===== config.mk =====
export PLATFORM = sky130hd
export DESIGN_NAME = ecsl_link
export DESIGN_NICKNAME = d
export VERILOG_FILES = /design/src/ecsl_pkg.sv /design/src/ecsl_buf.sv /design/src/ecsl_link.sv
export VERILOG_INCLUDE_DIRS = /design/src
export SDC_FILE = /design/constraint.sdc
export NUM_CORES = 1
export LEC_CHECK = 0
export BUFFER_PORTS_ARGS = -buffer_cell sky130_fd_sc_hd__buf_2
export CAP_MARGIN = 20
export CORE_ASPECT_RATIO = 1.5
export CORE_MARGIN = 2
export CORE_UTILIZATION = 40
export CTS_CLUSTER_DIAMETER = 30
export DETAILED_ROUTE_END_ITERATION = 12
export GPL_ROUTABILITY_DRIVEN = 0
export PLACE_DENSITY = 0.59
export SYNTH_ARGS = -nofsm -noshare
export SYNTH_HDL_FRONTEND = slang
export SYNTH_SLANG_ARGS = --single-unit

===== constraint.sdc =====
create_clock -name core_clk_in -period 5.45 [get_ports core_clk_in]
set_clock_uncertainty 0.1 [all_clocks]
set_input_delay 0.8175 -clock core_clk_in [delete_from_list [all_inputs] [get_ports core_clk_in]]
set_output_delay 0.8175 -clock core_clk_in [all_outputs]
set_load 0.05 [all_outputs]

===== src/ecsl_regs.svh =====
/*
  Constants of the engine command/status link: line levels, frame layout,
  bit timing and the initialise command code.
  Assumes a 100 MHz core clock; included by bare name.
*/
`ifndef ECSL_REGS_SVH
`define ECSL_REGS_SVH

// -----------------------------------------------------------------
// Timing
// -----------------------------------------------------------------
`define ECSL_CLK_HZ 100000000
`define ECSL_BAUD_BPS 9600
`define ECSL_BIT_CYCLES (`ECSL_CLK_HZ / `ECSL_BAUD_BPS)

// -----------------------------------------------------------------
// Frame layout, levels, init command, key count and buffer depth
// -----------------------------------------------------------------
`define ECSL_DATA_BITS 8
`define ECSL_LINE_MARK 1'b1
`define ECSL_LINE_SPACE 1'b0
`define ECSL_INIT_CMD 8'h01
`define ECSL_KEYS 8
`define ECSL_BUF_DEPTH 2

`endif


===== src/ecsl_pkg.sv =====
/*
  Types shared by the engine command/status link modules.
  Assumes ecsl_regs.svh sits in the same folder.
*/
`include "ecsl_regs.svh"

package ecsl_pkg;

  // -----------------------------------------------------------------
  // Frame sequencer states, Gray coded along the frame
  // -----------------------------------------------------------------
  typedef enum logic [2:0] {
    FR_IDLE   = 3'h0,
    FR_START  = 3'h1,
    FR_DATA   = 3'h3,
    FR_PARITY = 3'h2,
    FR_STOP   = 3'h6
  } ecsl_frame_state_t;

  // Received command byte with its checks
  typedef struct packed {
    logic [`ECSL_DATA_BITS-1:0] data;
    logic parity_err;
    logic stop_err;
  } ecsl_rx_word_t;

endpackage


===== src/ecsl_buf.sv =====
/*
  Two-entry valid/ready buffer for status bytes waiting to go out.
  Assumes one clock, an active-high asynchronous reset and a clock enable.
*/
`timescale 1ns/1ps
`default_nettype none
`include "ecsl_regs.svh"

module ecsl_buf #(
  parameter int WIDTH = `ECSL_DATA_BITS,
  parameter int DEPTH = `ECSL_BUF_DEPTH
) (
  input wire logic core_clk_in,
  input wire logic rst_in,
  input wire logic ce_in,
  input wire logic in_valid_in,
  input wire logic [WIDTH-1:0] in_data_in,
  output logic in_ready_out,
  output logic out_valid_out,
  output logic [WIDTH-1:0] out_data_out,
  input wire logic out_ready_in
);
  localparam int PW = (DEPTH > 1) ? $clog2(DEPTH) : 1;
  localparam int CW = $clog2(DEPTH + 1);

  logic [WIDTH-1:0] mem_reg [DEPTH];
  logic [PW-1:0] wr_ptr_reg, wr_ptr_next, rd_ptr_reg, rd_ptr_next;
  logic [CW-1:0] count_reg, count_next;
  logic ready_reg, ready_next;
  logic push, pop;

  // -----------------------------------------------------------------
  // Pointer and fill count
  // -----------------------------------------------------------------
  always_comb begin
    push = in_valid_in && ready_reg;
    pop = out_ready_in && (count_reg != '0);
    wr_ptr_next = wr_ptr_reg;
    rd_ptr_next = rd_ptr_reg;
    count_next = count_reg;
    if (push) begin
      wr_ptr_next = (wr_ptr_reg == PW'(DEPTH - 1)) ? '0 : wr_ptr_reg + 1'b1;
    end
    if (pop) begin
      rd_ptr_next = (rd_ptr_reg == PW'(DEPTH - 1)) ? '0 : rd_ptr_reg + 1'b1;
    end
    if (push && !pop) begin
      count_next = count_reg + 1'b1;
    end else if (pop && !push) begin
      count_next = count_reg - 1'b1;
    end
    ready_next = (count_next != CW'(DEPTH));
  end

  always_ff @(posedge core_clk_in or posedge rst_in) begin
    if (rst_in) begin
      wr_ptr_reg <= '0;
      rd_ptr_reg <= '0;
      count_reg <= '0;
      ready_reg <= 1'b0;
    end else if (ce_in) begin
      wr_ptr_reg <= wr_ptr_next;
      rd_ptr_reg <= rd_ptr_next;
      count_reg <= count_next;
      ready_reg <= ready_next;
    end
  end

  // Storage has no reset; only written entries are ever read
  always_ff @(posedge core_clk_in) begin
    if (ce_in && push) begin
      mem_reg[wr_ptr_reg] <= in_data_in;
    end
  end

  assign in_ready_out = ready_reg;
  assign out_valid_out = (count_reg != '0);
  assign out_data_out = mem_reg[rd_ptr_reg];

endmodule
`default_nettype wire


===== src/ecsl_link.sv =====
/*
  Engine end of the command/status serial link with its handshake lines.
  Assumes all inputs are synchronous to core_clk_in (100 MHz), lines idle
  high, and the engine logic supplies status bytes to answer commands.
*/
// How it works
// - Bytes go asynchronously, commands in, status out, never both at once; the code only holds status until the receiver idles at mid stop bit.
// - Every bit on both lines lasts one 9600 bps bit time.
// - A frame opens with one start bit and then eight data bits.
// - Data bits travel least significant first, right after the start bit.
// - One parity bit follows the data so the count of ones is odd.
// - Each command is answered by one status byte before the next exchange; the code owes answers only for delivered commands and never holds off the next.
// - The engine drives its ready line to show it is ready for operation.
// - The engine flags key-change when a panel key switch changes.
`timescale 1ns/1ps
`default_nettype none
`include "ecsl_regs.svh"

module ecsl_link #(
  parameter int BIT_CYCLES = `ECSL_BIT_CYCLES,
  parameter int KEYS = `ECSL_KEYS
) (
  input wire logic core_clk_in,
  input wire logic rst_in,
  input wire logic ce_in,
  input wire logic command_line_in,
  output logic status_line_out,
  input wire logic print_request_line_n_in,
  output logic print_request_out,
  input wire logic engine_ready_in,
  output logic engine_ready_line_n_out,
  input wire logic [KEYS-1:0] key_status_in,
  input wire logic key_query_in,
  output logic key_change_n_out,
  input wire logic stat_valid_in,
  input wire logic [`ECSL_DATA_BITS-1:0] stat_data_in,
  output logic stat_ready_out,
  output logic cmd_valid_out,
  output ecsl_pkg::ecsl_rx_word_t cmd_word_out,
  output logic link_up_out
);
  localparam int DW = `ECSL_DATA_BITS;
  localparam int CW = $clog2(BIT_CYCLES + 1);
  localparam int IW = $clog2(DW);
  localparam logic [CW-1:0] BIT_LAST = CW'(BIT_CYCLES - 1);
  localparam logic [CW-1:0] HALF_LAST = CW'(BIT_CYCLES / 2 - 1);
  localparam logic [IW-1:0] IDX_LAST = IW'(DW - 1);

  ecsl_pkg::ecsl_frame_state_t rx_state_reg, rx_state_next;
  ecsl_pkg::ecsl_frame_state_t tx_state_reg, tx_state_next;
  logic [CW-1:0] rx_cnt_reg, rx_cnt_next, tx_cnt_reg, tx_cnt_next;
  logic [IW-1:0] rx_idx_reg, rx_idx_next, tx_idx_reg, tx_idx_next;
  logic [DW-1:0] rx_shift_reg, rx_shift_next, tx_byte_reg, tx_byte_next;
  logic rx_pbit_reg, rx_pbit_next, rx_done;
  logic tx_line_reg, tx_line_next, tx_finish, buf_take;
  logic buf_valid;
  logic [DW-1:0] buf_data;
  logic cmd_valid_reg, cmd_valid_next, link_up_reg, link_up_next;
  logic answer_owed_reg, answer_owed_next, rx_perr, is_init;
  ecsl_pkg::ecsl_rx_word_t cmd_word_reg, cmd_word_next;
  logic [KEYS-1:0] key_prev_reg, key_prev_next;
  logic key_armed_reg, key_chg_n_reg, key_chg_n_next;
  logic ready_n_reg, ready_n_next, print_req_reg, print_req_next;

  // -----------------------------------------------------------------
  // Status byte buffer
  // -----------------------------------------------------------------
  ecsl_buf #(.WIDTH(DW), .DEPTH(`ECSL_BUF_DEPTH)) u_stat_buf (
    .core_clk_in(core_clk_in),
    .rst_in(rst_in),
    .ce_in(ce_in),
    .in_valid_in(stat_valid_in),
    .in_data_in(stat_data_in),
    .in_ready_out(stat_ready_out),
    .out_valid_out(buf_valid),
    .out_data_out(buf_data),
    .out_ready_in(buf_take)
  );

  // -----------------------------------------------------------------
  // Command receiver
  // -----------------------------------------------------------------
  // Counts from the start edge so later samples fall mid-bit
  always_comb begin
    rx_state_next = rx_state_reg;
    rx_cnt_next = rx_cnt_reg + 1'b1;
    rx_idx_next = rx_idx_reg;
    rx_shift_next = rx_shift_reg;
    rx_pbit_next = rx_pbit_reg;
    rx_done = 1'b0;
    unique case (rx_state_reg)
      ecsl_pkg::FR_IDLE: begin
        rx_cnt_next = '0;
        if (command_line_in != `ECSL_LINE_MARK) begin
          rx_state_next = ecsl_pkg::FR_START;
        end
      end
      ecsl_pkg::FR_START: begin
        if (rx_cnt_reg == HALF_LAST) begin
          rx_cnt_next = '0;
          rx_idx_next = '0;
          rx_state_next = (command_line_in == `ECSL_LINE_SPACE) ?
              ecsl_pkg::FR_DATA : ecsl_pkg::FR_IDLE;
        end
      end
      ecsl_pkg::FR_DATA: begin
        if (rx_cnt_reg == BIT_LAST) begin
          rx_cnt_next = '0;
          rx_shift_next = {command_line_in, rx_shift_reg[DW-1:1]};
          rx_idx_next = rx_idx_reg + 1'b1;
          if (rx_idx_reg == IDX_LAST) begin
            rx_state_next = ecsl_pkg::FR_PARITY;
          end
        end
      end
      ecsl_pkg::FR_PARITY: begin
        if (rx_cnt_reg == BIT_LAST) begin
          rx_cnt_next = '0;
          rx_pbit_next = command_line_in;
          rx_state_next = ecsl_pkg::FR_STOP;
        end
      end
      ecsl_pkg::FR_STOP: begin
        if (rx_cnt_reg == BIT_LAST) begin
          rx_done = 1'b1;
          rx_state_next = ecsl_pkg::FR_IDLE;
        end
      end
      default: rx_state_next = ecsl_pkg::FR_IDLE;
    endcase
  end

  always_ff @(posedge core_clk_in or posedge rst_in) begin
    if (rst_in) begin
      rx_state_reg <= ecsl_pkg::FR_IDLE;
      rx_cnt_reg <= '0;
      rx_idx_reg <= '0;
      rx_shift_reg <= '0;
      rx_pbit_reg <= 1'b0;
    end else if (ce_in) begin
      rx_state_reg <= rx_state_next;
      rx_cnt_reg <= rx_cnt_next;
      rx_idx_reg <= rx_idx_next;
      rx_shift_reg <= rx_shift_next;
      rx_pbit_reg <= rx_pbit_next;
    end
  end

  // -----------------------------------------------------------------
  // Command delivery, link establishment and answer tracking
  // -----------------------------------------------------------------
  always_comb begin
    rx_perr = ~(^{rx_shift_reg, rx_pbit_reg});
    is_init = (rx_shift_reg == `ECSL_INIT_CMD);
    cmd_valid_next = rx_done && (link_up_reg || is_init);
    cmd_word_next = cmd_word_reg;
    if (rx_done) begin
      cmd_word_next.data = rx_shift_reg;
      cmd_word_next.parity_err = rx_perr;
      cmd_word_next.stop_err = (command_line_in != `ECSL_LINE_MARK);
    end
    link_up_next = link_up_reg ||
        (rx_done && is_init && !rx_perr &&
         command_line_in == `ECSL_LINE_MARK);
    // A new command outranks the end of the previous answer
    answer_owed_next = cmd_valid_next ? 1'b1 :
        (tx_finish ? 1'b0 : answer_owed_reg);
  end

  always_ff @(posedge core_clk_in or posedge rst_in) begin
    if (rst_in) begin
      cmd_valid_reg <= 1'b0;
      cmd_word_reg <= '0;
      link_up_reg <= 1'b0;
      answer_owed_reg <= 1'b0;
    end else if (ce_in) begin
      cmd_valid_reg <= cmd_valid_next;
      cmd_word_reg <= cmd_word_next;
      link_up_reg <= link_up_next;
      answer_owed_reg <= answer_owed_next;
    end
  end

  // -----------------------------------------------------------------
  // Status transmitter
  // -----------------------------------------------------------------
  // Starts only with an answer owed and the command line quiet
  always_comb begin
    tx_state_next = tx_state_reg;
    tx_cnt_next = tx_cnt_reg + 1'b1;
    tx_idx_next = tx_idx_reg;
    tx_byte_next = tx_byte_reg;
    tx_line_next = tx_line_reg;
    tx_finish = 1'b0;
    buf_take = 1'b0;
    unique case (tx_state_reg)
      ecsl_pkg::FR_IDLE: begin
        tx_cnt_next = '0;
        tx_line_next = `ECSL_LINE_MARK;
        if (buf_valid && answer_owed_reg &&
            rx_state_reg == ecsl_pkg::FR_IDLE) begin
          buf_take = ce_in;
          tx_byte_next = buf_data;
          tx_line_next = `ECSL_LINE_SPACE;
          tx_state_next = ecsl_pkg::FR_START;
        end
      end
      ecsl_pkg::FR_START: begin
        if (tx_cnt_reg == BIT_LAST) begin
          tx_cnt_next = '0;
          tx_idx_next = '0;
          tx_line_next = tx_byte_reg[0];
          tx_state_next = ecsl_pkg::FR_DATA;
        end
      end
      ecsl_pkg::FR_DATA: begin
        if (tx_cnt_reg == BIT_LAST) begin
          tx_cnt_next = '0;
          tx_idx_next = tx_idx_reg + 1'b1;
          if (tx_idx_reg == IDX_LAST) begin
            tx_line_next = ~(^tx_byte_reg);
            tx_state_next = ecsl_pkg::FR_PARITY;
          end else begin
            tx_line_next = tx_byte_reg[tx_idx_reg + 1'b1];
          end
        end
      end
      ecsl_pkg::FR_PARITY: begin
        if (tx_cnt_reg == BIT_LAST) begin
          tx_cnt_next = '0;
          tx_line_next = `ECSL_LINE_MARK;
          tx_state_next = ecsl_pkg::FR_STOP;
        end
      end
      ecsl_pkg::FR_STOP: begin
        if (tx_cnt_reg == BIT_LAST) begin
          tx_finish = 1'b1;
          tx_state_next = ecsl_pkg::FR_IDLE;
        end
      end
      default: begin
        tx_line_next = `ECSL_LINE_MARK;
        tx_state_next = ecsl_pkg::FR_IDLE;
      end
    endcase
  end

  always_ff @(posedge core_clk_in or posedge rst_in) begin
    if (rst_in) begin
      tx_state_reg <= ecsl_pkg::FR_IDLE;
      tx_cnt_reg <= '0;
      tx_idx_reg <= '0;
      tx_byte_reg <= '0;
      tx_line_reg <= `ECSL_LINE_MARK;
    end else if (ce_in) begin
      tx_state_reg <= tx_state_next;
      tx_cnt_reg <= tx_cnt_next;
      tx_idx_reg <= tx_idx_next;
      tx_byte_reg <= tx_byte_next;
      tx_line_reg <= tx_line_next;
    end
  end

  // -----------------------------------------------------------------
  // Handshake lines: ready, print request, key change
  // -----------------------------------------------------------------
  always_comb begin
    ready_n_next = !(engine_ready_in && link_up_reg);
    print_req_next = !print_request_line_n_in;
    key_prev_next = key_status_in;
    // A key change in the query cycle keeps the flag set
    key_chg_n_next = !((key_armed_reg && key_status_in != key_prev_reg) ||
        (!key_chg_n_reg && !key_query_in));
  end

  always_ff @(posedge core_clk_in or posedge rst_in) begin
    if (rst_in) begin
      ready_n_reg <= 1'b1;
      print_req_reg <= 1'b0;
      key_prev_reg <= '0;
      key_armed_reg <= 1'b0;
      key_chg_n_reg <= 1'b1;
    end else if (ce_in) begin
      ready_n_reg <= ready_n_next;
      print_req_reg <= print_req_next;
      key_prev_reg <= key_prev_next;
      key_armed_reg <= 1'b1;
      key_chg_n_reg <= key_chg_n_next;
    end
  end

  assign status_line_out = tx_line_reg;
  assign engine_ready_line_n_out = ready_n_reg;
  assign print_request_out = print_req_reg;
  assign key_change_n_out = key_chg_n_reg;
  assign cmd_valid_out = cmd_valid_reg;
  assign cmd_word_out = cmd_word_reg;
  assign link_up_out = link_up_reg;

  // -----------------------------------------------------------------
  // Assertions
  // -----------------------------------------------------------------
  property p_tx_half_duplex;
    @(posedge core_clk_in) disable iff (rst_in)
    (tx_state_reg == ecsl_pkg::FR_IDLE &&
     tx_state_next == ecsl_pkg::FR_START)
    |-> (rx_state_reg == ecsl_pkg::FR_IDLE && answer_owed_reg);
  endproperty
  a_tx_half_duplex: assert property (p_tx_half_duplex)
    else $error("status frame started while command line busy");

  property p_tx_bit_time;
    @(posedge core_clk_in) disable iff (rst_in)
    (tx_state_reg != ecsl_pkg::FR_IDLE && tx_state_next != tx_state_reg)
    |-> tx_cnt_reg == BIT_LAST;
  endproperty
  a_tx_bit_time: assert property (p_tx_bit_time)
    else $error("status bit ended before a full bit time");

  property p_tx_start_low;
    @(posedge core_clk_in) disable iff (rst_in)
    tx_state_reg == ecsl_pkg::FR_START |-> !status_line_out;
  endproperty
  a_tx_start_low: assert property (p_tx_start_low)
    else $error("start bit not at space level");

  property p_tx_lsb_first;
    @(posedge core_clk_in) disable iff (rst_in)
    tx_state_reg == ecsl_pkg::FR_DATA
    |-> status_line_out == tx_byte_reg[tx_idx_reg];
  endproperty
  a_tx_lsb_first: assert property (p_tx_lsb_first)
    else $error("data bit out of order");

  property p_tx_odd_parity;
    @(posedge core_clk_in) disable iff (rst_in)
    tx_state_reg == ecsl_pkg::FR_PARITY
    |-> (^{tx_byte_reg, status_line_out}) == 1'b1;
  endproperty
  a_tx_odd_parity: assert property (p_tx_odd_parity)
    else $error("parity bit does not make ones odd");

  property p_tx_mark;
    @(posedge core_clk_in) disable iff (rst_in)
    (tx_state_reg == ecsl_pkg::FR_STOP ||
     tx_state_reg == ecsl_pkg::FR_IDLE) |-> status_line_out;
  endproperty
  a_tx_mark: assert property (p_tx_mark)
    else $error("line not at mark in stop or idle");

  property p_answer_done;
    @(posedge core_clk_in) disable iff (rst_in)
    (ce_in && tx_finish && !rx_done) |=> !answer_owed_reg;
  endproperty
  a_answer_done: assert property (p_answer_done)
    else $error("answer still owed after status frame");

  property p_ready_line;
    @(posedge core_clk_in) disable iff (rst_in)
    ce_in |=> engine_ready_line_n_out ==
        !($past(engine_ready_in) && $past(link_up_reg));
  endproperty
  a_ready_line: assert property (p_ready_line)
    else $error("ready line does not follow engine state");

  property p_key_change;
    @(posedge core_clk_in) disable iff (rst_in)
    (ce_in && key_armed_reg && key_status_in != key_prev_reg)
    |=> !key_change_n_out;
  endproperty
  a_key_change: assert property (p_key_change)
    else $error("key change not flagged");

  property p_rx_mid_sample;
    @(posedge core_clk_in) disable iff (rst_in)
    (rx_state_reg == ecsl_pkg::FR_START &&
     rx_state_next == ecsl_pkg::FR_DATA) |-> rx_cnt_reg == HALF_LAST;
  endproperty
  a_rx_mid_sample: assert property (p_rx_mid_sample)
    else $error("start bit not checked at mid-bit");

endmodule
`default_nettype wire


* Yosys cells after proc, flatten, opt, wreduce, memory -nomap -nowiden
Memory sizes are Yosys's and may differ from the RTL's. A register that Yosys moved wholly into a read port is not among the register bits. Cells that the tools add are included.
Word-level totals: memories 1, RAM bits 16, logic and storage cells 159, input bits 24, output and inout bits 17, register bits after elaboration 80
Memory list:
- u_stat_buf.mem_reg | depth 2, width 8, rd ports 1, clocked after memory_dff 1, write ports 1, RTL line ecsl_buf.sv:26 | logic [WIDTH-1:0] mem_reg [DEPTH];
Cells by class: order comparisons 1, bitwise logic cells 4, add/subtract/negate cells 8, multiplexer cells 47, reduce and logical (&&, ||, !) cells 46, equality and inequality tests 28
Operators with widths (count):
- $mux W3 | 15
- $mux W14 | 3
- $pmux W14 S3 | 1
- $pmux W3 S5 | 2
- $add A14 B1 Y14 const B | 2
- $eq A14 B14 Y1 const B | 2
- $pmux W14 S2 | 1
- $ne A2 B2 Y1 const B | 13
- $mux W1 | 18
- $eq A14 B13 Y1 const B | 1
- $logic_and A1 B1 Y1 | 14
- $reduce_and A7 Y1 | 2
- $eq A3 B2 Y1 const B | 4
- $eq A3 B3 Y1 const B | 4
- $pmux W3 S2 | 2
- $reduce_and A3 Y1 | 3
- $reduce_xor A9 Y1 | 1
- $eq A8 B1 Y1 const B | 1
- $ne A8 B8 Y1 | 1
- $reduce_and A2 Y1 | 4
- $reduce_and A4 Y1 | 2
- $reduce_bool A2 Y1 | 4
- $reduce_xor A8 Y1 | 1
- $logic_not A1 Y1 | 7
- other kinds (15) | 26

* Depth between registers and ports, before layout
Gate-level depths: netlist of run 1.
depth in word-level cells 10, mapped depth 8, depth with buffers taken out 7

* Hierarchy
A second synthesis of run 1 with hierarchy kept.
Unflattened totals: cells, all modules 437, area, all modules 5021.1 um^2
Modules (own cells, without submodules):
- ecsl_link | area an instance 4125.2 um^2, times used 1, cells an instance 379, sequential area each 2080.7 um^2
- ecsl_buf | area an instance 895.9 um^2, times used 1, cells an instance 58, sequential area each 605.6 um^2

* Worst setup path before layout of run 1
OpenSTA, ideal clock, no wires.
path type input port to flip-flop, from input port ce_in, to memory u_stat_buf.mem_reg[0][0] (netlist bit), enable pin, stages on the path 5, arrival 2140 ps, buffers on the path 3, required time 4980 ps, path slack 2840 ps, library setup time 370 ps, path through clkbuf_1 clkbuf_1 buf_1 nand2_1 nor2_1
Between the ends: longest elaborated chain between the ends 3
RTL lines:
- start, declared | RTL line ecsl_link.sv:25 | input wire logic ce_in,
- $logic_and A1 B1 Y1 | RTL line ecsl_buf.sv:71 | if (ce_in && push) begin
- $mux W1 | RTL line ecsl_buf.sv:71
- $mux W1 (not written as such) | RTL line ecsl_buf.sv:72 | mem_reg[wr_ptr_reg] <= in_data_in;
- end, declared | RTL line ecsl_buf.sv:26
Every way passes these cells.

* Worst setup path after layout of run 1
from input port ce_in, to register u_stat_buf.ready_reg, in the netlist u_stat_buf.in_ready_out
Between the ends: longest elaborated chain between the ends 7, elaborated cells between the ends (all ways) 9, those cells by class eq/ne (1); mux (4); reduce/logical (4)
RTL lines:
- $mux W1 | RTL line ecsl_link.sv:200 | if (buf_valid && answer_owed_reg &&
- $mux W1 | RTL line ecsl_link.sv:196 | unique case (tx_state_reg)
- $logic_and A1 B1 Y1 | RTL line ecsl_buf.sv:37 | pop = out_ready_in && (count_reg != '0);
- $logic_and A1 B1 Y1 or $logic_not A1 Y1 (tied branches) | RTL line ecsl_buf.sv:49, ecsl_buf.sv:47
- $mux W2 or $logic_and A1 B1 Y1 (tied branches) | RTL line ecsl_buf.sv:49, ecsl_buf.sv:47
- $mux W2 | RTL line ecsl_buf.sv:47 | if (push && !pop) begin
- $ne A2 B2 Y1 | RTL line ecsl_buf.sv:52 | ready_next = (count_next != CW'(DEPTH));
- end signal, assigned | RTL line ecsl_buf.sv:65 | ready_reg <= ready_next;
- end, declared | RTL line ecsl_buf.sv:29 | logic ready_reg, ready_next;
Parallel ways exist; a longest one is shown, timed or not. A chain may end at the register's enable or synchronous reset.

==> results of run 1 <==
-- per-stage QoR --
| stage | cells | hold WS, ns | power (mW) | cell area, um2 | util [%] |
|---|---|---|---|---|---|
| floorplan | 444 | 0.294 | 1.18 | 5010 | - |
| global placement | 624 | 0.325 | 1.25 | 5330 | 43.2 |
| detailed placement | 624 | 0.344 | 1.26 | 5330 | 43.2 |
| CTS | 640 | 0.349 | 1.88 | 5610 | 45.5 |
| global route | 640 | 0.365 | 1.97 | 5610 | 45.5 |
| finish | 640 | 0.341 | 1.86 | 5610 | 45.5 |
-- worst min path at each step --
stage / startpoint / slack (ns) / end / cells after the start
after detailed placement: key_armed_reg / 0.34 / key_change_n_out / 1
after global routing: key_armed_reg / 0.37 / key_change_n_out / 1
after CTS: key_armed_reg / 0.35 / key_change_n_out / 1
after floorplan: key_armed_reg / 0.29 / key_change_n_out / 1
after global placement: key_armed_reg / 0.33 / key_change_n_out / 1
final: key_armed_reg / 0.34 / key_change_n_out / 1
-- worst max-delay path, delay by kind of cell --
family	cells	cell delay, ns
AO/OA/AOI/OAI	2	0.44
XOR/XNOR	1	0.38
buffers and inverters	1	0.61
AND/OR/NAND/NOR	2	0.94
-- final cells by class --
cell class / count / area, um2
clock buffer: 10 / 229
tap: 156 / 195
sequential: 104 / 2690
fill: 1138 / 6710
multi-input combinational: 311 / 2190
timing repair buffer: 42 / 215
clock inverter: 6 / 52.6
inverter: 11 / 42.5
-- routing by layer --
metal  vias up  wire length, um
met3        14              213
li1       1643                -
met2        37             4990
met4         0              170
met1      1621             3970
met5         -                0
-- logic make-up after synthesis --
group,Yosys count
and+or+nand+nor,151
adders and majority gates,7
DFF,104
muxes,44
AOI/OAI and AO/OA,61
xor gates and xnor gates,48
buffers and inverters,29
-- power breakdown --
part	switching (mW)	internal [mW]	total, mW
logic	0.164	0.127	0.291
clock network	0.303	0.318	0.621
registers	0.0781	0.871	0.949
total	0.545	1.32	1.86
-- placed cells by master, fill, tap and decap left out, types with 10 or more instances in the layout --
cell	n
sky130_fd_sc_hd__nand2_1	34
sky130_fd_sc_hd__inv_1	10
sky130_fd_sc_hd__mux2_2	27
sky130_fd_sc_hd__a21oi_1	10
sky130_fd_sc_hd__buf_2	40
sky130_fd_sc_hd__xor2_1	23
sky130_fd_sc_hd__edfxtp_1	16
sky130_fd_sc_hd__dfrtp_1	85
sky130_fd_sc_hd__o21ai_0	20
sky130_fd_sc_hd__mux2i_1	17
sky130_fd_sc_hd__nor2_1	39
sky130_fd_sc_hd__nand3_1	11
sky130_fd_sc_hd__xnor2_1	25
==> PnR_summary.wiki, run 1 <==
{| class="wikitable"
! Metric !! Value
|-
| Number of enable-type register cells in the synthesized netlist || 16
|-
| Antenna-violating nets left || 0
|-
| FFs w/ async S/R, synth || between 80% and 90%
|-
| Worst Path Max Fanout || 45
|-
| Number of synthesis warnings || 0
|-
| Final setup violation count || 0
|-
| Clock buffers created by TritonCTS || 9
|-
| Hold-fix buffers at CTS || 0
|-
| Worst-case vdd ir drop || roughly 0.14 mV
|-
| Normalized max-slew margin || a little under a third
|-
| Top flip-flop cell by instance count after synthesis || sky130_fd_sc_hd__dfrtp_1
|-
| Number of flip-flops under the largest register name || 16
|-
| Worst Path Arrival || 3.21 ns
|-
| Die Y || around 140 um
|-
| Overflow left after global routing || 0
|-
| Via count || 3315
|-
| Cell type with the largest total area after synthesis || sky130_fd_sc_hd__dfrtp_1
|-
| Max-Cap Viols || 0
|-
| Initial antenna violation count || 0
|-
| Number of DRC markers after the initial detailed-route iteration || 115
|-
| CP Launch Type || primary input
|-
| Number of failing hold endpoints at the final stage || 0
|-
| Slowest Stage Delay on Critical Path || around 0.65 ns
|-
| Category of the worst setup path capture point || flip-flop
|-
| Setup repair bufs after CTS || 0
|-
| Power per cell area || between 300 and 400 nW/um2
|-
| Met3 routing resource usage after global routing || ~3.2%
|-
| DR pass1 iterations || 4
|-
| Vias in the first global route || 3409
|-
| Compound-Gate Fraction of Synth Area || 8.19%
|-
| Max-slew violations || 0
|-
| Aggregate negative setup slack || 0 ns
|-
| Synth Area in Simple Gates || 15.9%
|-
| Setup repair after global routing missed its margin || no
|-
| Post-DR vias/cell || 5.18
|-
| Clock slew at reported path FFs || 0.07 ns
|-
| Synthesized area divided by synthesized cell count || about 11 um2
|-
| Outcome || completed
|-
| Pin count of the biggest net entering global routing || between 40 and 50
|-
| Cell-by-cell listing of the critical path || buf_2 -> nor2b_1 -> nand3_1 -> xnor2_1 -> o221ai_1 -> a211o_1
|-
| Final setup margin || 2.38 ns
|-
| Number of I/O port buffers || 40
|-
| Mapped Area || 5010 um2
|-
| Area share of xor/xnor cells in the synthesized design || under 10%
|-
| Post-layout net count || 510
|-
| Final min period || 3.07 ns
|-
| Worst skew pair latency || 0.35 ns
|-
| Path category of the worst min-delay check || flip-flop to flip-flop
|-
| Syn_nets || 475
|-
| Worst slew pin tran || about 1.0 ns
|-
| Worst setup path endpoint || u_stat_buf.in_ready_out
|-
| Leakage power total || 2.46 nW
|-
| Worst reg-to-reg path cell count || 6
|-
| Number of remaining DRC errors || 0
|-
| Sequential element share of the synthesized area || 53.6%
|-
| Combinational family with the most area after synthesis || simple AND/OR/NAND/NOR gates
|-
| Gr busiest metal || met2
|-
| Post-synthesis to final-layout area growth || 12.0%
|-
| Worst slack at placement || 1.97 ns
|-
| Worst-case clock buffer depth || 2
|-
| Wire length of the first global-routing pass || 16100 um
|-
| Type of the worst setup path || primary input to flip-flop
|-
| Ranking of synthesized cells by area || sky130_fd_sc_hd__dfrtp_1 (42%), sky130_fd_sc_hd__edfxtp_1 (9.6%), sky130_fd_sc_hd__mux2_2 (6.1%)
|-
| Initial core utilization || 40.6%
|-
| TritonCTS sink count || around 100
|-
| Area of the placeable core || 12300 um2
|-
| Count of instances resized after the clock tree is built || 0
|-
| Die Outline Area || 13500 um2
|-
| Post-Synthesis Cells || 444
|-
| Count of cell types in the netlist || 63
|-
| CTS tree || yes
|-
| Required time reported for the critical path endpoint || between 5 and 6 ns
|-
| Most instantiated cells after synthesis || sky130_fd_sc_hd__dfrtp_1 (85), sky130_fd_sc_hd__nor2_1 (39), sky130_fd_sc_hd__nand2_1 (34)
|-
| Total I/O pin count || 41
|-
| Root buffer selected by CTS || sky130_fd_sc_hd__clkbuf_16
|-
| Total routing usage reported by global routing || 15.2%
|-
| Antenna Cells || 0
|-
| F_max || 0.326 GHz
|-
| Startpoint of the worst-slack reg-to-reg timing path || rx_cnt_reg[0]
|-
| Met1 usage || a little under a fifth
|-
| Mux share of post-synthesis cell area || 9.47%
|-
| Portion of synthesized cell area occupied by the leading cell type || 42.5%
|-
| Cell with the most instances after synthesis || sky130_fd_sc_hd__dfrtp_1
|-
| Reg-to-reg endpoint || rx_idx_reg[1]
|-
| Routed WL || 9350 um
|-
| R2R setup slack || between 2 and 3 ns
|-
| Crit. Startpoint || ce_in
|-
| Detail-routed net length per standard cell || 14.6 um
|-
| Fraction of the cycle the final worst path needs || 56.3%
|-
| Placement Rows || 50
|-
| Ratio of cells with drive above 1 in the final layout || 20.2%
|-
| Clock H-tree levels || 3
|-
| Half-perimeter wire length of the detailed placement result || 6520 um
|-
| Die width || 95.4 um
|-
| CP max-delay cell || sky130_fd_sc_hd__nand3_1
|-
| Area share of fa/ha/maj cells after synthesis || 1.75%
|-
| Met2 usage || 26.6%
|-
| FF+latch count, synth || 104
|}
No activity file was read; power rests on OpenSTA's default activity.
==> run 2, diff against run 1 <==
ABC_AREA = 1   (was unset)
clock period = 3 ns   (was 5.45 ns; I/O delays follow)
==> PnR_summary.wiki, run 2 <==
{| class="wikitable"
! Metric !! Value
|-
| Outcome || completed (unchanged)
|-
| Category of the worst setup path capture point || flip-flop (unchanged)
|-
| Half-perimeter wire length of the detailed placement result || 7800 um (was 6520 um)
|-
| Pin count of the biggest net entering global routing || 89 (was 48)
|-
| Hold-fix buffers at CTS || 0 (unchanged)
|-
| Antenna-violating nets left || 0 (unchanged)
|-
| CTS tree || yes (unchanged)
|-
| Type of the worst setup path || flip-flop to flip-flop (was primary input to flip-flop)
|-
| Number of enable-type register cells in the synthesized netlist || 16 (unchanged)
|-
| Worst Path Max Fanout || 18 (was 45)
|-
| Ratio of cells with drive above 1 in the final layout || 12.8% (was 20.2%)
|-
| Number of flip-flops under the largest register name || 16 (unchanged)
|-
| Worst-case vdd ir drop || 0.296 mV (was 0.144 mV)
|-
| Final setup margin || 1.05 ns (was 2.38 ns)
|-
| Syn_nets || 658 (was 475)
|-
| Synthesized area divided by synthesized cell count || 8.30 um2 (was 11.3 um2)
|-
| Number of cells in the design after placement || 817 (was 624)
|-
| Cell type with the largest total area after synthesis || sky130_fd_sc_hd__dfrtp_1 (unchanged)
|-
| Root buffer selected by CTS || sky130_fd_sc_hd__clkbuf_16 (unchanged)
|-
| TritonCTS sink count || 104 (unchanged)
|-
| Total routing usage reported by global routing || 15.8% (was 15.2%)
|-
| Via count || 4101 (was 3315)
|-
| F_max || 0.514 GHz
|-
| Wire length of the first global-routing pass || 18000 um (was 16100 um)
|-
| DR pass1 iterations || 4 (unchanged)
|-
| Worst path bufs/invs || 0 (was 1)
|-
| FFs w/ async S/R, synth || 84.6% (unchanged)
|-
| Worst skew pair latency || 0.34 ns (was 0.35 ns)
|-
| Portion of synthesized cell area occupied by the leading cell type || 40.9% (was 42.5%)
|-
| Post-layout net count || 700 (was 510)
|-
| Aggregate negative setup slack || 0 ns (unchanged)
|-
| Count of cell types in the netlist || 39 (was 63)
|-
| Setup repair bufs after CTS || 0 (unchanged)
|-
| Mapped Area || 5210 um2 (was 5010 um2)
|-
| CP Launch Type || flip-flop (was primary input)
|-
| Clock buffers created by TritonCTS || 9 (unchanged)
|-
| Sequential element share of the synthesized area || 51.6% (was 53.6%)
|-
| Power per cell area || 598 nW/um2 (was 332 nW/um2)
|-
| Most instantiated cells after synthesis || sky130_fd_sc_hd__nand2_1 (187), sky130_fd_sc_hd__dfrtp_1 (85), sky130_fd_sc_hd__inv_1 (72) (was sky130_fd_sc_hd__dfrtp_1 (85), sky130_fd_sc_hd__nor2_1 (39), sky130_fd_sc_hd__nand2_1 (34))
|-
| Path category of the worst min-delay check || primary input to asynchronous set/reset pin (was flip-flop to flip-flop)
|-
| Setup repair after global routing missed its margin || no (unchanged)
|-
| Vias in the first global route || 4055 (was 3409)
|-
| Die Outline Area || 14000 um2 (was 13500 um2)
|-
| Cell with the most instances after synthesis || sky130_fd_sc_hd__nand2_1 (was sky130_fd_sc_hd__dfrtp_1)
|-
| CP max-delay cell || sky130_fd_sc_hd__dfrtp_1 (was sky130_fd_sc_hd__nand3_1)
|-
| FF+latch count, synth || 104 (unchanged)
|-
| Worst-case clock buffer depth || 2 (unchanged)
|-
| Post-DR vias/cell || 4.92 (was 5.18)
|-
| Slowest Stage Delay on Critical Path || 0.41 ns (was 0.65 ns)
|-
| Crit path max-delay family || simple AND/OR/NAND/NOR gates (unchanged)
|-
| Top flip-flop cell by instance count after synthesis || sky130_fd_sc_hd__dfrtp_1 (unchanged)
|-
| Final setup violation count || 0 (unchanged)
|-
| Normalized max-slew margin || 57.0% (was 30.4%)
|-
| Routed WL || 10400 um (was 9350 um)
|-
| Antenna Cells || 0 (unchanged)
|-
| Final min period || 1.95 ns
|-
| Commonest cells after routing, fill and taps aside || sky130_fd_sc_hd__nand2_1 (187), sky130_fd_sc_hd__dfrtp_1 (85), sky130_fd_sc_hd__inv_1 (71) (was sky130_fd_sc_hd__dfrtp_1 (85), sky130_fd_sc_hd__buf_2 (40), sky130_fd_sc_hd__nor2_1 (39))
|-
| Count of fill cells added during filler insertion || 1251 (was 1138)
|-
| Post-Synthesis Cells || 627 (was 444)
|-
| Initial antenna violation count || 0 (unchanged)
|-
| Worst slew pin tran || 0.643 ns (was 1.04 ns)
|-
| Placement Rows || 51 (was 50)
|-
| Number of DRC markers after the initial detailed-route iteration || 234 (was 115)
|-
| Leakage power total || 2.74 nW (was 2.46 nW)
|-
| Max-Cap Viols || 0 (unchanged)
|-
| Pwr Total || 3.51 mW (was 1.86 mW)
|-
| Ranking of synthesized cells by area || sky130_fd_sc_hd__dfrtp_1 (41%), sky130_fd_sc_hd__nand2_1 (13%), sky130_fd_sc_hd__edfxtp_1 (9.2%) (was sky130_fd_sc_hd__dfrtp_1 (42%), sky130_fd_sc_hd__edfxtp_1 (9.6%), sky130_fd_sc_hd__mux2_2 (6.1%))
|-
| Clock H-tree levels || 3 (unchanged)
|-
| Post-synthesis to final-layout area growth || 12.7% (was 12.0%)
|-
| Required time reported for the critical path endpoint || 3.12 ns (was 5.59 ns)
|-
| Number of synthesis warnings || 0 (unchanged)
|-
| Max-slew violations || 0 (unchanged)
|-
| Cell-by-cell listing of the critical path || nor2_1 -> nand2_1 -> nor2_1 -> nand2_2 -> nand2_2 -> nand2_1 -> o21ai_1 -> o21ai_0 (was buf_2 -> nor2b_1 -> nand3_1 -> xnor2_1 -> o221ai_1 -> a211o_1)
|-
| Number of I/O port buffers || 40 (unchanged)
|-
| Detail-routed net length per standard cell || 12.5 um (was 14.6 um)
|-
| Count of instances resized after the clock tree is built || 0 (unchanged)
|-
| Number of failing hold endpoints at the final stage || 0 (unchanged)
|-
| Worst Path Arrival || 2.07 ns (was 3.21 ns)
|-
| Total I/O pin count || 41 (unchanged)
|-
| Commonest non-fill, non-tap cell in the layout || sky130_fd_sc_hd__nand2_1 (was sky130_fd_sc_hd__dfrtp_1)
|-
| Number of remaining DRC errors || 0 (unchanged)
|-
| Utilization after layout || 45.8% (was 45.5%)
|-
| Area of the placeable core || 12800 um2 (was 12300 um2)
|-
| Clock slew at reported path FFs || 0.07 ns (about the same)
|-
| Fraction of the cycle the final worst path needs || ~65%
|-
| Die width || 97.2 um (was 95.4 um)
|-
| Die Y || 144 um (was 141 um)
|-
| Worst slack at placement || 0.964 ns (was 1.97 ns)
|-
| Overflow left after global routing || 0 (unchanged)
|-
| Final std cells w/o fill || 833 (was 640)
|-
| Initial core utilization || 40.6% (about the same)
|}
-- run 2: cell count changes after synthesis, sizes merged, moves of 6 or more --
cell / delta
and3: -6
nand2: +155
o21ai: +38
nor2b: -8
nor3: +9
inv: +64
nor2: +21
mux2: -27
mux2i: -9
xnor2: -20
nand3: +20
-- run 2: path summary, 6_finish.rpt --
kind                       depth (start not counted)                 endpoint            start  slack (ns)
max                                                8  u_stat_buf.count_reg[0]  rx_state_reg[1]        1.05
min                                                3           tx_cnt_reg[10]           rst_in        0.09
max reg2reg                                        8  u_stat_buf.count_reg[0]  rx_state_reg[1]        1.05
min reg2reg                                        1            key_armed_reg    key_armed_reg        0.37
max in group asynchronous                          3  engine_ready_line_n_out           rst_in        2.34
min in group core_clk_in                           2  engine_ready_line_n_out  engine_ready_in        0.16
-- run 2: layout make-up --
type	instances	area [um2]	share of cell area, %
flip-flops and latches	104	2690	45.8
inverters	75	283	4.82
multi-input cells	436	2170	37.0
repair buffers	43	235	4.01
well taps	159	199	3.39
clock buffers	9	225	3.84
clock inverters	7	66.3	1.13
-- run 2: kinds of logic (layout without fill, tap and decap cells) --
group / after synthesis / count (layout) / share of synthesized area (%)
AND/OR/NAND/NOR: 317 / 317 / 26.4
multiplexers: 8 / 8 / 1.54
flip-flops: 104 / 104 / 51.6
XOR/XNOR: 23 / 23 / 3.87
buffers and inverters: 87 / 134 / 6.66
AO/OA/AOI/OAI: 81 / 81 / 8.24
adder cells (fa/ha/maj): 7 / 7 / 1.68
-- run 2: stage by stage --
stage	hold WS, ns	area (um2)
2_1_floorplan	0.337	5210
3_3_place_gp	0.345	5580
3_5_place_dp	0.347	5580
4_1_cts	0.118	5870
5_1_grt	0.145	5870
6_report	0.0947	5870
-- run 2: per-layer routing --
layer | GRT usage [%] | up-vias | part of all wire (%)
li1 | - | 2102 | -
met3 | 2.82 | 15 | 1.9
met2 | 29.9 | 39 | 54
met4 | 6.60 | 0 | 2.1
met5 | 0 | - | 0
met1 | 17.2 | 1945 | 42
-- run 2: where the power goes --
| group | leakage, nW | switching, mW | internal [mW] |
|---|---|---|---|
| registers | 1.27 | 0.119 | 1.60 |
| logic | 1.32 | 0.424 | 0.223 |
| clock network | 0.146 | 0.557 | 0.590 |
-- run 2: worst min-delay path: cells and delay by family --
family	cells	cell delay, ns
buf+inv	3	0.52
==> run 3, diff against run 2 <==
ABC_AREA = 0   (was 1)
clock period = 2 ns   (was 3 ns; I/O delays follow)
==> PnR_summary.wiki, run 3 (synthesis results as in run 1) <==
{| class="wikitable"
! Metric !! Value
|-
| Outcome || complete, but fails checks (was completed)
|-
| Violations in the final reports || negative hold slack, negative setup slack
|-
| Number of failing hold endpoints at the final stage || 28 (was 0)
|-
| Final setup margin || -0.0385 ns (was 1.05 ns)
|-
| CP Launch Type || flip-flop (unchanged)
|-
| Total routing usage reported by global routing || 16.0% (was 15.8%)
|-
| Worst slack at placement || -0.0160 ns (was 0.964 ns)
|-
| Fraction of the cycle the final worst path needs || 102% (was 64.9%)
|-
| Wire length of the first global-routing pass || 17100 um (was 18000 um)
|-
| Root buffer selected by CTS || sky130_fd_sc_hd__clkbuf_16 (unchanged)
|-
| CP max-delay cell || sky130_fd_sc_hd__or4_1 (was sky130_fd_sc_hd__dfrtp_1)
|-
| Worst reg-to-reg path cell count || 7 (was 8)
|-
| Die Y || 141 um (was 144 um)
|-
| Slowest Stage Delay on Critical Path || 0.50 ns (was 0.41 ns)
|-
| Number of gates on the worst path with buffers counted || 7 (was 8)
|-
| Worst skew pair latency || 0.34 ns (about the same)
|-
| Clock slew at reported path FFs || 0.07 ns (about the same)
|-
| Placement Rows || 50 (was 51)
|-
| Final design area excluding fillers || 6310 um2 (was 5870 um2)
|-
| F_max || 0.491 GHz (was 0.514 GHz)
|-
| Power per cell area || 862 nW/um2 (was 598 nW/um2)
|-
| Overflow left after global routing || 0 (unchanged)
|-
| Total I/O pin count || 41 (unchanged)
|-
| Antenna-violating nets left || 0 (unchanged)
|-
| Number of remaining DRC errors || 0 (unchanged)
|-
| Via count || 3573 (was 4101)
|-
| Max-slew violations || 0 (unchanged)
|-
| Worst-case vdd ir drop || 0.542 mV (was 0.296 mV)
|-
| Path category of the worst min-delay check || primary input to asynchronous set/reset pin (unchanged)
|-
| Leakage power total || 2.82 nW (was 2.74 nW)
|-
| Number of DRC markers after the initial detailed-route iteration || 126 (was 234)
|-
| Clock H-tree levels || 3 (unchanged)
|-
| Worst-case hold slack || -0.0494 ns (was 0.0947 ns)
|-
| Cell-by-cell listing of the critical path || ha_2 -> nand4_1 -> or4_1 -> buf_6 -> o21ai_4 -> nor2_1 -> mux2_4 (was nor2_1 -> nand2_1 -> nor2_1 -> nand2_2 -> nand2_2 -> nand2_1 -> o21ai_1 -> o21ai_0)
|-
| Commonest non-fill, non-tap cell in the layout || sky130_fd_sc_hd__dfrtp_1 (was sky130_fd_sc_hd__nand2_1)
|-
| Post-layout net count || 573 (was 700)
|-
| Worst Path Arrival || 2.17 ns (was 2.07 ns)
|-
| Final setup violation count || 1 (was 0)
|-
| Initial antenna violation count || 0 (unchanged)
|-
| Number of I/O port buffers || 40 (unchanged)
|-
| Routed WL || 10100 um (was 10400 um)
|-
| Reg-to-reg endpoint || tx_cnt_reg[0] (was u_stat_buf.count_reg[0])
|-
| Antenna Cells || 0 (unchanged)
|-
| Post-DR vias/cell || 5.08 (was 4.92)
|-
| Max-Cap Viols || 0 (unchanged)
|-
| Ratio of cells with drive above 1 in the final layout || 32.0% (was 12.8%)
|-
| Placed Area || 5790 um2 (was 5580 um2)
|-
| Normalized max-slew margin || 66.2% (was 57.0%)
|-
| Worst-case clock buffer depth || 2 (unchanged)
|-
| Category of the worst setup path capture point || flip-flop (unchanged)
|-
| Worst Path Max Fanout || 10 (was 18)
|-
| Required time reported for the critical path endpoint || 2.13 ns (was 3.12 ns)
|-
| Crit path max-delay family || simple AND/OR/NAND/NOR gates (unchanged)
|-
| Worst path bufs/invs || 1 (was 0)
|-
| DR pass1 iterations || 5 (was 4)
|-
| Setup repair after global routing missed its margin || yes (was no)
|-
| Initial core utilization || 40.6% (about the same)
|-
| Aggregate negative setup slack || -0.0385 ns (was 0 ns)
|-
| Final min period || 2.04 ns (was 1.95 ns)
|-
| TritonCTS sink count || 104 (unchanged)
|-
| Type of the worst setup path || flip-flop to flip-flop (unchanged)
|-
| Commonest cells after routing, fill and taps aside || sky130_fd_sc_hd__dfrtp_1 (85), sky130_fd_sc_hd__buf_4 (54), sky130_fd_sc_hd__buf_2 (40) (was sky130_fd_sc_hd__nand2_1 (187), sky130_fd_sc_hd__dfrtp_1 (85), sky130_fd_sc_hd__inv_1 (71))
|-
| Detail-routed net length per standard cell || 14.4 um (was 12.5 um)
|-
| R2R setup slack || -0.04 ns (was 1.05 ns)
|-
| Area of the placeable core || 12300 um2 (was 12800 um2)
|-
| Half-perimeter wire length of the detailed placement result || 7100 um (was 7800 um)
|-
| Post-synthesis to final-layout area growth || 26.0% (was 12.7%)
|-
| Pin count of the biggest net entering global routing || 89 (unchanged)
|-
| Count of fill cells added during filler insertion || 1091 (was 1251)
|-
| Startpoint of the worst-slack reg-to-reg timing path || tx_cnt_reg[0] (was rx_state_reg[1])
|-
| CTS tree || yes (unchanged)
|-
| Die Outline Area || 13500 um2 (was 14000 um2)
|-
| Vias in the first global route || 3719 (was 4055)
|-
| Worst slew pin tran || 0.507 ns (was 0.643 ns)
|-
| Die width || 95.4 um (was 97.2 um)
|-
| Clock buffers created by TritonCTS || 9 (unchanged)
|-
| Number of flip-flops under the largest register name || 16 (unchanged)
|}
run 3: metrics by stage:
step	std cells	total power [mW]	util [%]	hold slack [ns]
after floorplan	444	3.24	-	0.272
after global placement	677	3.63	46.9	0.336
after detailed placement	677	3.67	46.9	0.332
after CTS	696	5.38	49.5	0.00773
after global routing	703	5.74	51.2	0.0181
final	703	5.44	51.2	-0.0494
run 3: layout make-up:
cell class | count | area (um2) | area share, %
sequential | 104 | 2690 | 42.6
inverter | 11 | 45.0 | 0.714
timing repair buffer | 104 | 726 | 11.5
clock buffer | 10 | 229 | 3.63
clock inverter | 6 | 57.6 | 0.912
multi-input combinational | 312 | 2370 | 37.6
tap | 156 | 195 | 3.09
run 3: worst max path at each step:
| stage | slack (ns) | startpoint | to |
|---|---|---|---|
| after global routing | -0.10 | rx_cnt_reg[0] | rx_idx_reg[1] |
| after CTS | -0.03 | tx_cnt_reg[0] | tx_cnt_reg[0] |
| after floorplan | -0.03 | rx_cnt_reg[0] | cmd_word_out[2] |
| after global placement | 0.03 | tx_cnt_reg[6] | tx_cnt_reg[0] |
| final | -0.04 | tx_cnt_reg[0] | tx_cnt_reg[0] |
| after detailed placement | -0.02 | tx_cnt_reg[0] | tx_cnt_reg[12] |
run 3: tightest hold or removal path, stage by stage:
cell and delay [ns]:
sky130_fd_sc_hd__buf_2 0.11, sky130_fd_sc_hd__clkinvlp_4 0.07, sky130_fd_sc_hd__buf_12 0.35
run 3: routing by layer:
layer | track usage, % | vias up | share of wire, %
li1 | - | 1775 | -
met1 | 19.4 | 1762 | 42
met2 | 28.2 | 26 | 55
met3 | 2.89 | 10 | 1.7
met4 | 4.96 | 0 | 1.4
met5 | 0 | - | 0
run 3: repair_timing:
action	in CTS	in global routing
cloned	1	1
endpoints found under the setup margin	14	59
endpoints found under the hold margin	1	0
setup buffers	1	6
gates resized for setup	2	38
hold buffers	1	0
pin swaps	2	8
run 3: power by group:
group | total [mW] | switching, mW | internal, mW | leakage, nW
logic | 1.20 | 0.604 | 0.599 | 1.40
clock network | 1.71 | 0.828 | 0.879 | 0.142
registers | 2.53 | 0.154 | 2.37 | 1.28
total | 5.44 | 1.59 | 3.85 | 2.82
